$ cat src/iam_pkg.sv
/*
 * Shared types and constants of the IPv4 access control entry matcher:
 * field widths, criterion selections, the parsed header carrier and the
 * configuration carrier of one access_control_entry.
 * Assumes a frame parser that presents already extracted IPv4 header fields.
 */
package iam_pkg;

    // ==========================================================================
    // Field widths
    localparam int IAM_ADDR_W     = 32;
    localparam int IAM_PROTO_W    = 8;
    localparam int IAM_TTL_W      = 8;
    localparam int IAM_FRAG_OFS_W = 13;

    // ==========================================================================
    // Protocol numbers of the three protocols with their own sub-criteria
    localparam logic [IAM_PROTO_W-1:0] IAM_PROTO_NUM_ICMP = 8'h01;
    localparam logic [IAM_PROTO_W-1:0] IAM_PROTO_NUM_TCP  = 8'h06;
    localparam logic [IAM_PROTO_W-1:0] IAM_PROTO_NUM_UDP  = 8'h11;

    // ==========================================================================
    // Positions in the per-criterion match vector
    localparam int IAM_CRIT_PROTO = 0;
    localparam int IAM_CRIT_TTL   = 1;
    localparam int IAM_CRIT_FRAG  = 2;
    localparam int IAM_CRIT_OPT   = 3;
    localparam int IAM_CRIT_SRC   = 4;
    localparam int IAM_CRIT_DST   = 5;
    localparam int IAM_CRIT_N     = 6;

    // ==========================================================================
    // Reset values
    localparam logic [IAM_CRIT_N-1:0] IAM_CRIT_RST = 6'h00;

    // ==========================================================================
    // Selections
    typedef enum logic [2:0] {
        IAM_FRAME_ANY,
        IAM_FRAME_ETHTYPE,
        IAM_FRAME_ARP,
        IAM_FRAME_IPV4,
        IAM_FRAME_IPV6
    } iam_frame_sel_t;

    typedef enum logic [1:0] {
        IAM_KIND_OTHER,
        IAM_KIND_ARP,
        IAM_KIND_IPV4,
        IAM_KIND_IPV6
    } iam_frame_kind_t;

    typedef enum logic [2:0] {
        IAM_PROTO_ANY,
        IAM_PROTO_SPECIFIC,
        IAM_PROTO_ICMP,
        IAM_PROTO_UDP,
        IAM_PROTO_TCP
    } iam_proto_sel_t;

    typedef enum logic [1:0] {
        IAM_TTL_ANY,
        IAM_TTL_ZERO,
        IAM_TTL_NONZERO
    } iam_ttl_sel_t;

    typedef enum logic [1:0] {
        IAM_TRI_ANY,
        IAM_TRI_NO,
        IAM_TRI_YES
    } iam_tri_sel_t;

    typedef enum logic [1:0] {
        IAM_ADDR_ANY,
        IAM_ADDR_HOST,
        IAM_ADDR_NETWORK
    } iam_addr_sel_t;

    // ==========================================================================
    // Carriers
    typedef struct packed {
        iam_frame_kind_t           kind;
        logic [IAM_PROTO_W-1:0]    protocol;
        logic [IAM_TTL_W-1:0]      ttl;
        logic                      more_frag;
        logic [IAM_FRAG_OFS_W-1:0] frag_offset;
        logic                      has_options;
        logic [IAM_ADDR_W-1:0]     src_addr;
        logic [IAM_ADDR_W-1:0]     dst_addr;
    } iam_hdr_t;

    typedef struct packed {
        iam_frame_sel_t         frame_sel;
        iam_proto_sel_t         proto_sel;
        logic [IAM_PROTO_W-1:0] proto_value;
        iam_ttl_sel_t           ttl_sel;
        iam_tri_sel_t           frag_sel;
        iam_tri_sel_t           opt_sel;
        iam_addr_sel_t          src_sel;
        logic [IAM_ADDR_W-1:0]  src_addr;
        logic [IAM_ADDR_W-1:0]  src_mask;
        iam_addr_sel_t          dst_sel;
        logic [IAM_ADDR_W-1:0]  dst_addr;
        logic [IAM_ADDR_W-1:0]  dst_mask;
    } iam_cfg_t;

endpackage
$ cat src/iam_addr_filter.sv
/*
 * Address filter of one access_control_entry: any, host or masked network.
 * Purely combinational; the instantiating matcher registers the result.
 */
`timescale 1ns/1ps

module iam_addr_filter (
    // Configuration
    input  wire iam_pkg::iam_addr_sel_t         sel,
    input  wire logic [iam_pkg::IAM_ADDR_W-1:0] cfg_addr,
    input  wire logic [iam_pkg::IAM_ADDR_W-1:0] cfg_mask,
    // Frame field
    input  wire logic [iam_pkg::IAM_ADDR_W-1:0] frame_addr,
    // Result
    output logic                                match
);

    // ==========================================================================
    // Compare
    // A mask bit of zero makes that address bit a don't-care in network mode.
    always_comb begin
        case (sel)
            iam_pkg::IAM_ADDR_ANY:     match = 1'b1;
            iam_pkg::IAM_ADDR_HOST:    match = (frame_addr == cfg_addr);
            iam_pkg::IAM_ADDR_NETWORK: match = ((frame_addr ^ cfg_addr) & cfg_mask) == '0;
            default:                   match = 1'b0;
        endcase
    end

endmodule

$ cat src/iam_matcher.sv
/*
 * Matcher of the IPv4 criteria of one access_control_entry, with a
 * per-criterion status vector and a saturating hit counter.
 * Assumes a parser on the same clock that presents one header per
 * hdr_valid cycle, and external logic that judges the ICMP, UDP and TCP
 * sub-criteria and reports them on l4_sub_match in the same cycle.
 */
// Contract
// - IPv4 criteria apply only to IPv4 entries.
// - Protocol any ignores the protocol number.
// - Protocol specific needs equal configured number.
// - ICMP, UDP, TCP need protocol and sub-criteria.
// - TTL zero rejects positive TTL; any ignores.
// - TTL non-zero lets positive TTL match.
// - Fragment no rejects fragments; any ignores.
// - Fragment yes lets fragments match.
// - Options yes lets options match; any ignores.
// - Source any ignores source address.
// - Source host needs exact source address.
// - Source network compares under source mask.
// - Destination any ignores destination address.
// - Destination host needs exact destination address.
// - Destination network compares under destination mask.
`timescale 1ns/1ps

module iam_matcher #(
    parameter int HIT_CNT_W = 16
) (
    // Clock and reset
    input  wire logic                              clk,
    input  wire logic                              srst,
    // Entry configuration
    input  wire logic                              entry_enable,
    input  wire iam_pkg::iam_cfg_t                 cfg,
    // Parsed header
    input  wire logic                              hdr_valid,
    input  wire iam_pkg::iam_hdr_t                 hdr,
    input  wire logic                              l4_sub_match,
    // Status control
    input  wire logic                              hit_count_clear,
    // Result
    output logic                                   match_valid,
    output logic                                   match_hit,
    output logic [iam_pkg::IAM_CRIT_N-1:0]         crit_match,
    output logic [HIT_CNT_W-1:0]                   hit_count
);

    // ==========================================================================
    // Decoding helpers
    // Three-way flag test shared by the fragment and the options criteria.
    function automatic logic tri_match(input iam_pkg::iam_tri_sel_t sel, input logic flag);
        case (sel)
            iam_pkg::IAM_TRI_ANY: tri_match = 1'b1;
            iam_pkg::IAM_TRI_NO:  tri_match = ~flag;
            iam_pkg::IAM_TRI_YES: tri_match = flag;
            default:              tri_match = 1'b0;
        endcase
    endfunction

    // ==========================================================================
    // Declarations
    logic                          match_valid_reg;
    logic                          match_valid_next;
    logic                          match_hit_reg;
    logic                          match_hit_next;
    logic [iam_pkg::IAM_CRIT_N-1:0] crit_reg;
    logic [iam_pkg::IAM_CRIT_N-1:0] crit_next;
    logic [HIT_CNT_W-1:0]          hit_count_reg;
    logic [HIT_CNT_W-1:0]          hit_count_next;
    logic                          ipv4_gate;
    logic                          is_fragment;
    logic                          proto_ok;
    logic                          ttl_ok;
    logic                          src_ok;
    logic                          dst_ok;

    // ==========================================================================
    // Gate
    // An entry that selects another frame type never lets this logic decide.
    assign ipv4_gate = entry_enable && (cfg.frame_sel == iam_pkg::IAM_FRAME_IPV4) &&
                       (hdr.kind == iam_pkg::IAM_KIND_IPV4);

    // A frame counts as a fragment on either the flag or a nonzero offset.
    assign is_fragment = hdr.more_frag || (hdr.frag_offset != '0);

    // ==========================================================================
    // Protocol criterion
    // The sub-criteria are judged outside; this block only folds them in.
    always_comb begin
        case (cfg.proto_sel)
            iam_pkg::IAM_PROTO_ANY:      proto_ok = 1'b1;
            iam_pkg::IAM_PROTO_SPECIFIC: proto_ok = (hdr.protocol == cfg.proto_value);
            iam_pkg::IAM_PROTO_ICMP:     proto_ok = (hdr.protocol == iam_pkg::IAM_PROTO_NUM_ICMP) &&
                                                    l4_sub_match;
            iam_pkg::IAM_PROTO_UDP:      proto_ok = (hdr.protocol == iam_pkg::IAM_PROTO_NUM_UDP) &&
                                                    l4_sub_match;
            iam_pkg::IAM_PROTO_TCP:      proto_ok = (hdr.protocol == iam_pkg::IAM_PROTO_NUM_TCP) &&
                                                    l4_sub_match;
            default:                     proto_ok = 1'b0;
        endcase
    end

    // ==========================================================================
    // Time-to-live criterion
    // Zero mode accepts only a TTL of zero; non-zero mode only a positive one.
    always_comb begin
        case (cfg.ttl_sel)
            iam_pkg::IAM_TTL_ANY:     ttl_ok = 1'b1;
            iam_pkg::IAM_TTL_ZERO:    ttl_ok = (hdr.ttl == '0);
            iam_pkg::IAM_TTL_NONZERO: ttl_ok = (hdr.ttl != '0);
            default:                  ttl_ok = 1'b0;
        endcase
    end

    // ==========================================================================
    // Address criteria
    iam_addr_filter u_src_filter (
        .sel        (cfg.src_sel),
        .cfg_addr   (cfg.src_addr),
        .cfg_mask   (cfg.src_mask),
        .frame_addr (hdr.src_addr),
        .match      (src_ok)
    );

    iam_addr_filter u_dst_filter (
        .sel        (cfg.dst_sel),
        .cfg_addr   (cfg.dst_addr),
        .cfg_mask   (cfg.dst_mask),
        .frame_addr (hdr.dst_addr),
        .match      (dst_ok)
    );

    // ==========================================================================
    // Result next values
    // The status vector is captured for every header so software can see why
    // an entry missed; the hit itself also needs the IPv4 gate.
    always_comb begin
        match_valid_next = hdr_valid;
        match_hit_next   = 1'b0;
        crit_next        = crit_reg;
        if (hdr_valid) begin
            crit_next[iam_pkg::IAM_CRIT_PROTO] = proto_ok;
            crit_next[iam_pkg::IAM_CRIT_TTL]   = ttl_ok;
            crit_next[iam_pkg::IAM_CRIT_FRAG]  = tri_match(cfg.frag_sel, is_fragment);
            crit_next[iam_pkg::IAM_CRIT_OPT]   = tri_match(cfg.opt_sel, hdr.has_options);
            crit_next[iam_pkg::IAM_CRIT_SRC]   = src_ok;
            crit_next[iam_pkg::IAM_CRIT_DST]   = dst_ok;
            match_hit_next = ipv4_gate && proto_ok && ttl_ok && src_ok && dst_ok &&
                             tri_match(cfg.frag_sel, is_fragment) &&
                             tri_match(cfg.opt_sel, hdr.has_options);
        end
    end

    // ==========================================================================
    // Hit counter next value
    // A hit in the clear cycle is kept, so the count restarts at one; the
    // counter saturates instead of wrapping so a busy entry never reads low.
    always_comb begin
        hit_count_next = hit_count_reg;
        if (hit_count_clear) begin
            hit_count_next = '0;
        end
        if (match_valid_reg && match_hit_reg) begin
            if (hit_count_clear) begin
                hit_count_next = {{(HIT_CNT_W-1){1'b0}}, 1'b1};
            end else if (hit_count_reg != {HIT_CNT_W{1'b1}}) begin
                hit_count_next = hit_count_reg + {{(HIT_CNT_W-1){1'b0}}, 1'b1};
            end
        end
    end

    // ==========================================================================
    // Registers
    always_ff @(posedge clk) begin
        if (srst) begin
            match_valid_reg <= 1'b0;
            match_hit_reg   <= 1'b0;
            crit_reg        <= iam_pkg::IAM_CRIT_RST;
            hit_count_reg   <= '0;
        end else begin
            match_valid_reg <= match_valid_next;
            match_hit_reg   <= match_hit_next;
            crit_reg        <= crit_next;
            hit_count_reg   <= hit_count_next;
        end
    end

    // ==========================================================================
    // Outputs
    assign match_valid = match_valid_reg;
    assign match_hit   = match_hit_reg;
    assign crit_match  = crit_reg;
    assign hit_count   = hit_count_reg;
endmodule

$ cat config.mk
export PLATFORM = sky130hd
export DESIGN_NAME = iam_matcher
export DESIGN_NICKNAME = d
export VERILOG_FILES = /design/src/iam_pkg.sv /design/src/iam_addr_filter.sv /design/src/iam_matcher.sv
export SDC_FILE = /design/constraint.sdc
export NUM_CORES = 1
export LEC_CHECK = 0
export ABC_AREA = 0
export BUFFER_PORTS_ARGS = -buffer_cell sky130_fd_sc_hd__buf_2
export CORE_AREA = 2 2 107 109
export CTS_BUF_LIST = sky130_fd_sc_hd__clkbuf_2
export DETAILED_ROUTE_END_ITERATION = 8
export DIE_AREA = 0 0 109 111
export GPL_TIMING_DRIVEN = 0
export HOLD_SLACK_MARGIN = 0.15
export SETUP_SLACK_MARGIN = 0.5
export SLEW_MARGIN = 30
export SYNTH_ARGS = -nofsm -noshare
export SYNTH_HDL_FRONTEND = slang
export SYNTH_SLANG_ARGS = --single-unit
$ cat constraint.sdc
create_clock -name clk -period 1.68 [get_ports clk]
set_input_delay 0.168 -clock clk [delete_from_list [all_inputs] [get_ports clk]]
set_output_delay 0.168 -clock clk [all_outputs]
set_load 0.1 [all_outputs]
==> results.toml, run 1 <==
[run_status]
status = "complete, no violations"

[cells_and_area]
postLayoutCellArea_um2 = 4650
area_growth_pct = 102
nNetsFinal = 836
largest_reg_flops = 16
nFillCells = 1121
mostFrequentLayoutCell = "buf_2"
final_cell_mix = "buf_2 (252), xor2_1 (79), nor4_1 (23)"
drive_gt1_frac = 0.630

[floorplanning]
dieArea_um2 = 12100
rows = 39
initial_core_util = 0.208
ios = 279
dieWidth_um = 109
core_area_um2 = 11100
chipHeight_um = 111

[power_and_ir_drop]
peakVddDrop_mv = 0.250
leakage_nw = 2.19
cellPowerDensity_nw_per_um2 = 346

[yosys]
yosysSeqAreaShare = 0.209
ys_ff_latch = 24
yosysTopAreaCell = "xor2_1"
muxShareOfSynthArea = 0.0304
yosys.area_share.simple = 0.248
synth.area.top_cells = "xor2_1 (30%), dfxtp_1 (21%), nor4_1 (6.3%)"
yosysWarnings = 0
synth_adder_area_share = 0.00543
synth_area_um2 = 2300
synth_compound_area_frac = 0.181
synth_top_family_by_area = "XOR/XNOR gates"
syn_inst = 271
netlist-cell-type-count = 38
synth-xor-area-share = 0.320
synth_top_area_frac = 0.301
avgSynthCellArea_um2 = 8.50
synth_fp_nets = 527

[placed_design]
place_area_um2 = 3970
pre_cts_ws_ns = -0.285
port_buffers = 276
dp_hpwl_mm = 10.1
gp_congestion = 0.925

[detailed_routing]
ant_nets = 0
wl_per_cell_um = 16.0
vias = 3368
wl_mm = 11.6
viasPerCell = 4.63
drc = 0
firstDrtPassIters = 4
drtIter0Drc = 73

[grt]
grt_pass1_wl_mm = 17.1
grt_max_degree = 14
grt_remaining_overflow = 0
grt_usage = 0.179
antenna_found_initial = 7
grt_pass1_vias = 3573

[clock_tree]
cts_max_level = 1
cts_tree = "built"
clock_latency_ns = 0.33
cts_made_buffers = 3
clock-sinks = 24
clk_pin_slew_ns = 0.23
cts_buffer_depth = 2
ctsRootBufferMaster = "clkbuf_2"

[critical_path]
critPathArrivalTime_ns = 1.87
critPathLaunchType = "flop"
worstRegToRegCells = 7
path_class = "flop to flop"
end_kind = "flop"
cp_max_fo = 5
rr_startpoint = "hit_count[6]"
rrSetupSlack_ns = 0.05
crit_required_ns = 1.92
reg2reg_to = "hit_count[1]"

[timing]
layout_setup_ws_ns = 0.0458
max_freq_mhz = 612
tightest_slew_ns = 0.614
maxSlewViolCount = 0
rsz0062_at_grt = "true"
hold-worst-slack_ns = 0.180
post-route-period-util = 0.973
timing.final.hold_violations = 0
finalCriticalPeriod_ns = 1.63
finClkSkew_ns = 0.0158
slew_headroom = 0.590
setup_violations = 0

[hold_path]
min_from = "cfg[151]"
min_to = "match_hit"
holdPathStages = 4
hp-class = "primary input to flop"

[job]
maxCapViolations = 0
==> worst max-delay path by stage <==
stage,to,from,cells past startpoint
CTS,hit_count[0],hit_count[9],5
finish,hit_count[1],hit_count[6],7
global placement,match_hit,cfg[98],8
global route,hit_count[0],hit_count[6],7
detailed placement,match_hit,cfg[98],8
floorplan,hit_count[0],hit_count[7],5
==> through the flow <==
stage	TNS (ns)	power, mW	util	cells
5_1_grt	-0.0109	1.72	0.420	727
2_1_floorplan	-0.927	0.940	-	271
3_5_place_dp	-0.697	1.36	0.358	690
4_1_cts	0	1.62	0.395	709
3_3_place_gp	-0.578	1.35	0.358	690
6_report	0	1.61	0.420	727
==> critical path, cell delays in order (launching register included) <==
cell and delay [ns]:
dfxtp_4 0.40, and4_4 0.25, nand3_4 0.07, o31a_1 0.36, buf_4 0.17, buf_6 0.11, mux2i_1 0.14, nor2_1 0.05
==> final cells by class <==
| type | instances | area [um2] | share of cell area |
|---|---|---|---|
| sequential | 24 | 548 | 0.118 |
| clock buffer | 4 | 20.0 | 0.00431 |
| timing repair buffer | 304 | 1910 | 0.411 |
| buffer | 4 | 15.0 | 0.00323 |
| antenna | 5 | 12.5 | 0.00269 |
| tap | 143 | 179 | 0.0385 |
| multi-input combinational | 243 | 1960 | 0.422 |
==> synthesized netlist by cell type <==
cell type / number
xor2_1: 79
xnor2_1: 5
dfxtp_1: 24
a31oi_1: 1
o31a_1: 1
nand2_1: 8
and4_1: 1
mux2i_1: 7
nand2b_1: 2
a22o_1: 11
nand3b_1: 1
and3_1: 5
clkbuf_1: 4
o21a_1: 1
o21ai_0: 4
a21oi_1: 4
and2_1: 2
a221oi_1: 4
nor4bb_1: 2
nand4_1: 15
a211oi_1: 1
nor4_1: 23
nor2b_1: 2
or2_2: 1
a311oi_1: 2
o22a_1: 1
or3b_2: 1
nor3_1: 3
ha_1: 1
nand3_1: 11
nor4b_2: 1
a222oi_1: 2
o2bb2a_1: 1
or3_1: 2
o41ai_1: 1
a221oi_2: 6
nor2_1: 23
a22oi_1: 8
==> what timing repair did <==
action	in CTS	in global routing
setup buffers	14	12
endpoints found under the hold margin	2	2
pin swaps	13	18
gates cloned	0	0
resized for setup	74	40
endpoints found under the setup margin	44	41
hold buffers	1	1
==> layer usage <==
metal | up-vias | GRT usage | wire, um
li1 | 1665 | - | -
met3 | 14 | 0.0323 | 806
met2 | 148 | 0.338 | 6240
met5 | - | 0 | 13
met4 | 2 | 0.0496 | 161
met1 | 1539 | 0.199 | 4370
==> power breakdown <==
group          internal (mW)  switching [mW]
registers              0.558         0.00729
clock network         0.0629           0.168
logic                  0.404           0.410
total                   1.02           0.585
==> logic make-up (layout without fill, tap and decap cells) <==
logic type	Yosys count	count (layout)
and+or+nand+nor	103	103
xor gates and xnor gates	84	84
AOI/OAI and AO/OA	48	48
other	0	5
DFF	24	24
muxes	7	7
adders and majority gates	1	1
buffers and inverters	4	312
No activity file was read; power rests on OpenSTA's default activity.
==> run 2: changes to the inputs <==
--- a/config.mk
+++ b/config.mk
@@ -8,7 +8,7 @@
 export ABC_AREA = 0
 export BUFFER_PORTS_ARGS = -buffer_cell sky130_fd_sc_hd__buf_2
 export CORE_AREA = 2 2 107 109
-export CTS_BUF_LIST = sky130_fd_sc_hd__clkbuf_2
+export CTS_CLUSTER_SIZE = 12
 export DETAILED_ROUTE_END_ITERATION = 8
 export DIE_AREA = 0 0 109 111
 export GPL_TIMING_DRIVEN = 0
@@ -17,4 +17,5 @@
 export SLEW_MARGIN = 30
 export SYNTH_ARGS = -nofsm -noshare
 export SYNTH_HDL_FRONTEND = slang
+export SYNTH_HIERARCHICAL = 1
 export SYNTH_SLANG_ARGS = --single-unit
==> run 2 against run 1 <==
Effect of this change:
- the flow now finishes with violations (setup timing)
- non-clock buffer count down 2
- sequential share of layout area decreased by 0.56 points
- synthesized cell count increased by 5.2%
- clock power rose by 120%
- hold slack lost 0.036 ns
- routed wire length grew 12%
- first-iteration DRC count increased to 3.0 times the previous value
==> results.toml, run 2 <==
[yosys]
avgSynthCellArea_um2 = 8.49
synth_fp_nets = 541
synth-xor-area-share = 0.300
yosysSeqAreaShare = 0.199
ys_ff_latch = 24
netlist-cell-type-count = 43
synth_top_area_frac = 0.250
syn_inst = 285
yosys.area_share.simple = 0.275
synth-edff-count = 0
synth_compound_area_frac = 0.184
synth_adder_area_share = 0.00517
synth.area.top_cells = "xor2_1 (25%), dfxtp_1 (20%), nor4_1 (6.2%)"
yosysWarnings = 6
synth.most_common_cell = "xor2_1"
yosysTopAreaCell = "xor2_1"
synth_top_family_by_area = "XOR/XNOR gates"
yosys_most_used_dff = "dfxtp_1"
yosys-top-cells-count = "xor2_1 (69), dfxtp_1 (24), nor4_1 (24), nor2_1 (22)"
async_flop_share = 0
synth_area_um2 = 2420
muxShareOfSynthArea = 0.0290

[floorplanning]
ios = 279
initial_core_util = 0.218
rows = 39
dieWidth_um = 109
core_area_um2 = 11100
dieArea_um2 = 12100
chipHeight_um = 111

[clock_tree]
ctsRootBufferMaster = "clkbuf_16"
cts_buffer_depth = 2
clock-sinks = 24
cts_made_buffers = 3
cts_tree = "built"
clk_pin_slew_ns = 0.06
clock_latency_ns = 0.26
cts_max_level = 1

[cells_and_area]
mostFrequentLayoutCell = "buf_2"
final_cell_mix = "buf_2 (246), xor2_1 (64), buf_4 (32)"
largest_reg_flops = 16
nFillCells = 1046
area_growth_pct = 104
nNetsFinal = 848
postLayoutCellArea_um2 = 4920
drive_gt1_frac = 0.657

[timing]
slew_headroom = 0.600
rsz0062_at_grt = "true"
max_freq_mhz = 554
layout_setup_ws_ns = -0.126
finClkSkew_ns = 0.00318
maxSlewViolCount = 0
setup_violations = 1
timing.final.hold_violations = 0
tightest_slew_ns = 0.599
post-route-period-util = 1.08
finalCriticalPeriod_ns = 1.81

[critical_path]
cp_max_fo = 2
end_kind = "flop"
crit_required_ns = 1.86
critPathArrivalTime_ns = 1.99
critPathLaunchType = "primary input"
worstRegToRegCells = 7
startpoint = "cfg[102]"
rr_startpoint = "hit_count[14]"
rrSetupSlack_ns = 0.09
path_class = "primary input to flop"

[grt]
grt_pass1_wl_mm = 18.8
grt_pass1_vias = 3787
grt_usage = 0.198
grt_remaining_overflow = 0
grt_max_degree = 14
antenna_found_initial = 2

[detailed_routing]
drc = 0
firstDrtPassIters = 6
wl_per_cell_um = 17.7
viasPerCell = 4.85
vias = 3566
wl_mm = 13.0
ant_nets = 0
drtIter0Drc = 217

[job]
maxCapViolations = 0

[power_and_ir_drop]
leakage_nw = 2.23
peakVddDrop_mv = 0.255
cellPowerDensity_nw_per_um2 = 394

[placed_design]
pre_cts_ws_ns = -0.598
place_area_um2 = 4090
gp_congestion = 0.999
dp_hpwl_mm = 10.6
port_buffers = 277

[run_status]
violations = "setup timing"
status = "complete, but fails checks"

[hold_path]
min_from = "hit_count_clear"
hp-class = "primary input to flop"
holdPathStages = 3
==> run 2: cell types whose count changed after synthesis, sizes merged, moves of 4 or more <==
cell / change
xnor2: +9
a21oi: +4
nand2: +6
nor4: +5
and3: -4
xor2: -10
==> run 2: power by group <==
part	switching (mW)	internal (mW)	total [mW]
clock network	0.194	0.324	0.518
registers	0.00580	0.551	0.557
logic	0.451	0.413	0.864
total	0.651	1.29	1.94
==> run 2: logic make-up after synthesis <==
group                      after synthesis
and+or+nand+nor                        113
xor gates and xnor gates                83
AOI/OAI and AO/OA                       52
DFF                                     24
muxes                                    7
buffers and inverters                    5
adders and majority gates                1
==> run 2: metal layers <==
layer,vias up,global-route usage,routed length (um)
met5,-,0,13
met4,2,0.0769,473
met3,34,0.0353,1080
met2,190,0.345,6420
met1,1636,0.236,5050
li1,1704,-,-
==> run 2: through the flow <==
stage | instances | hold WS (ns) | util | total power, mW | setup TNS, ns
3_5_place_dp | 705 | 0.402 | 0.369 | 1.36 | -0.779
5_1_grt | 735 | 0.164 | 0.444 | 2.04 | -0.234
6_report | 736 | 0.144 | 0.445 | 1.94 | -0.126
2_1_floorplan | 285 | 0.262 | - | 0.928 | -0.0153
4_1_cts | 728 | 0.162 | 0.418 | 1.92 | -0.140
3_3_place_gp | 705 | 0.396 | 0.369 | 1.36 | -0.620
==> run 2: what timing repair did <==
| item | 4_1_cts | 5_1_grt |
|---|---|---|
| pin swaps | 32 | 32 |
| resized for setup | 71 | 44 |
| hold endpoints to repair | 1 | 0 |
| buffers inserted | 18 | 6 |
| setup endpoints to repair | 43 | 26 |
| hold buffers | 1 | 0 |
==> run 2: worst paths after layout <==
kind                                       to
worst min register to register  crit_match[5]
worst min-delay path             hit_count[0]
worst max register to register   hit_count[5]
worst max-delay path                match_hit
==> run 2: critical path, cell delays in order <==
cell and delay [ns]:
buf_2 0.10, xor2_1 0.20, a22o_1 0.22, a221oi_2 0.18
nand4_1 0.22, o31ai_4 0.31, nand4_1 0.19, nor3_2 0.14
nand3_1 0.12, a21oi_1 0.15
==> run 2: area by class of cell <==
| cell class | count | area (um2) | share of cell area |
|---|---|---|---|
| flip-flops and latches | 24 | 553 | 0.112 |
| repair buffers | 302 | 1770 | 0.359 |
| multi-input cells | 256 | 2320 | 0.471 |
| well taps | 143 | 179 | 0.0363 |
| clock buffers | 4 | 78.8 | 0.0160 |
| diodes | 2 | 5.00 | 0.00102 |
| plain buffers | 4 | 15.0 | 0.00305 |
| inverters | 1 | 3.75 | 0.000762 |
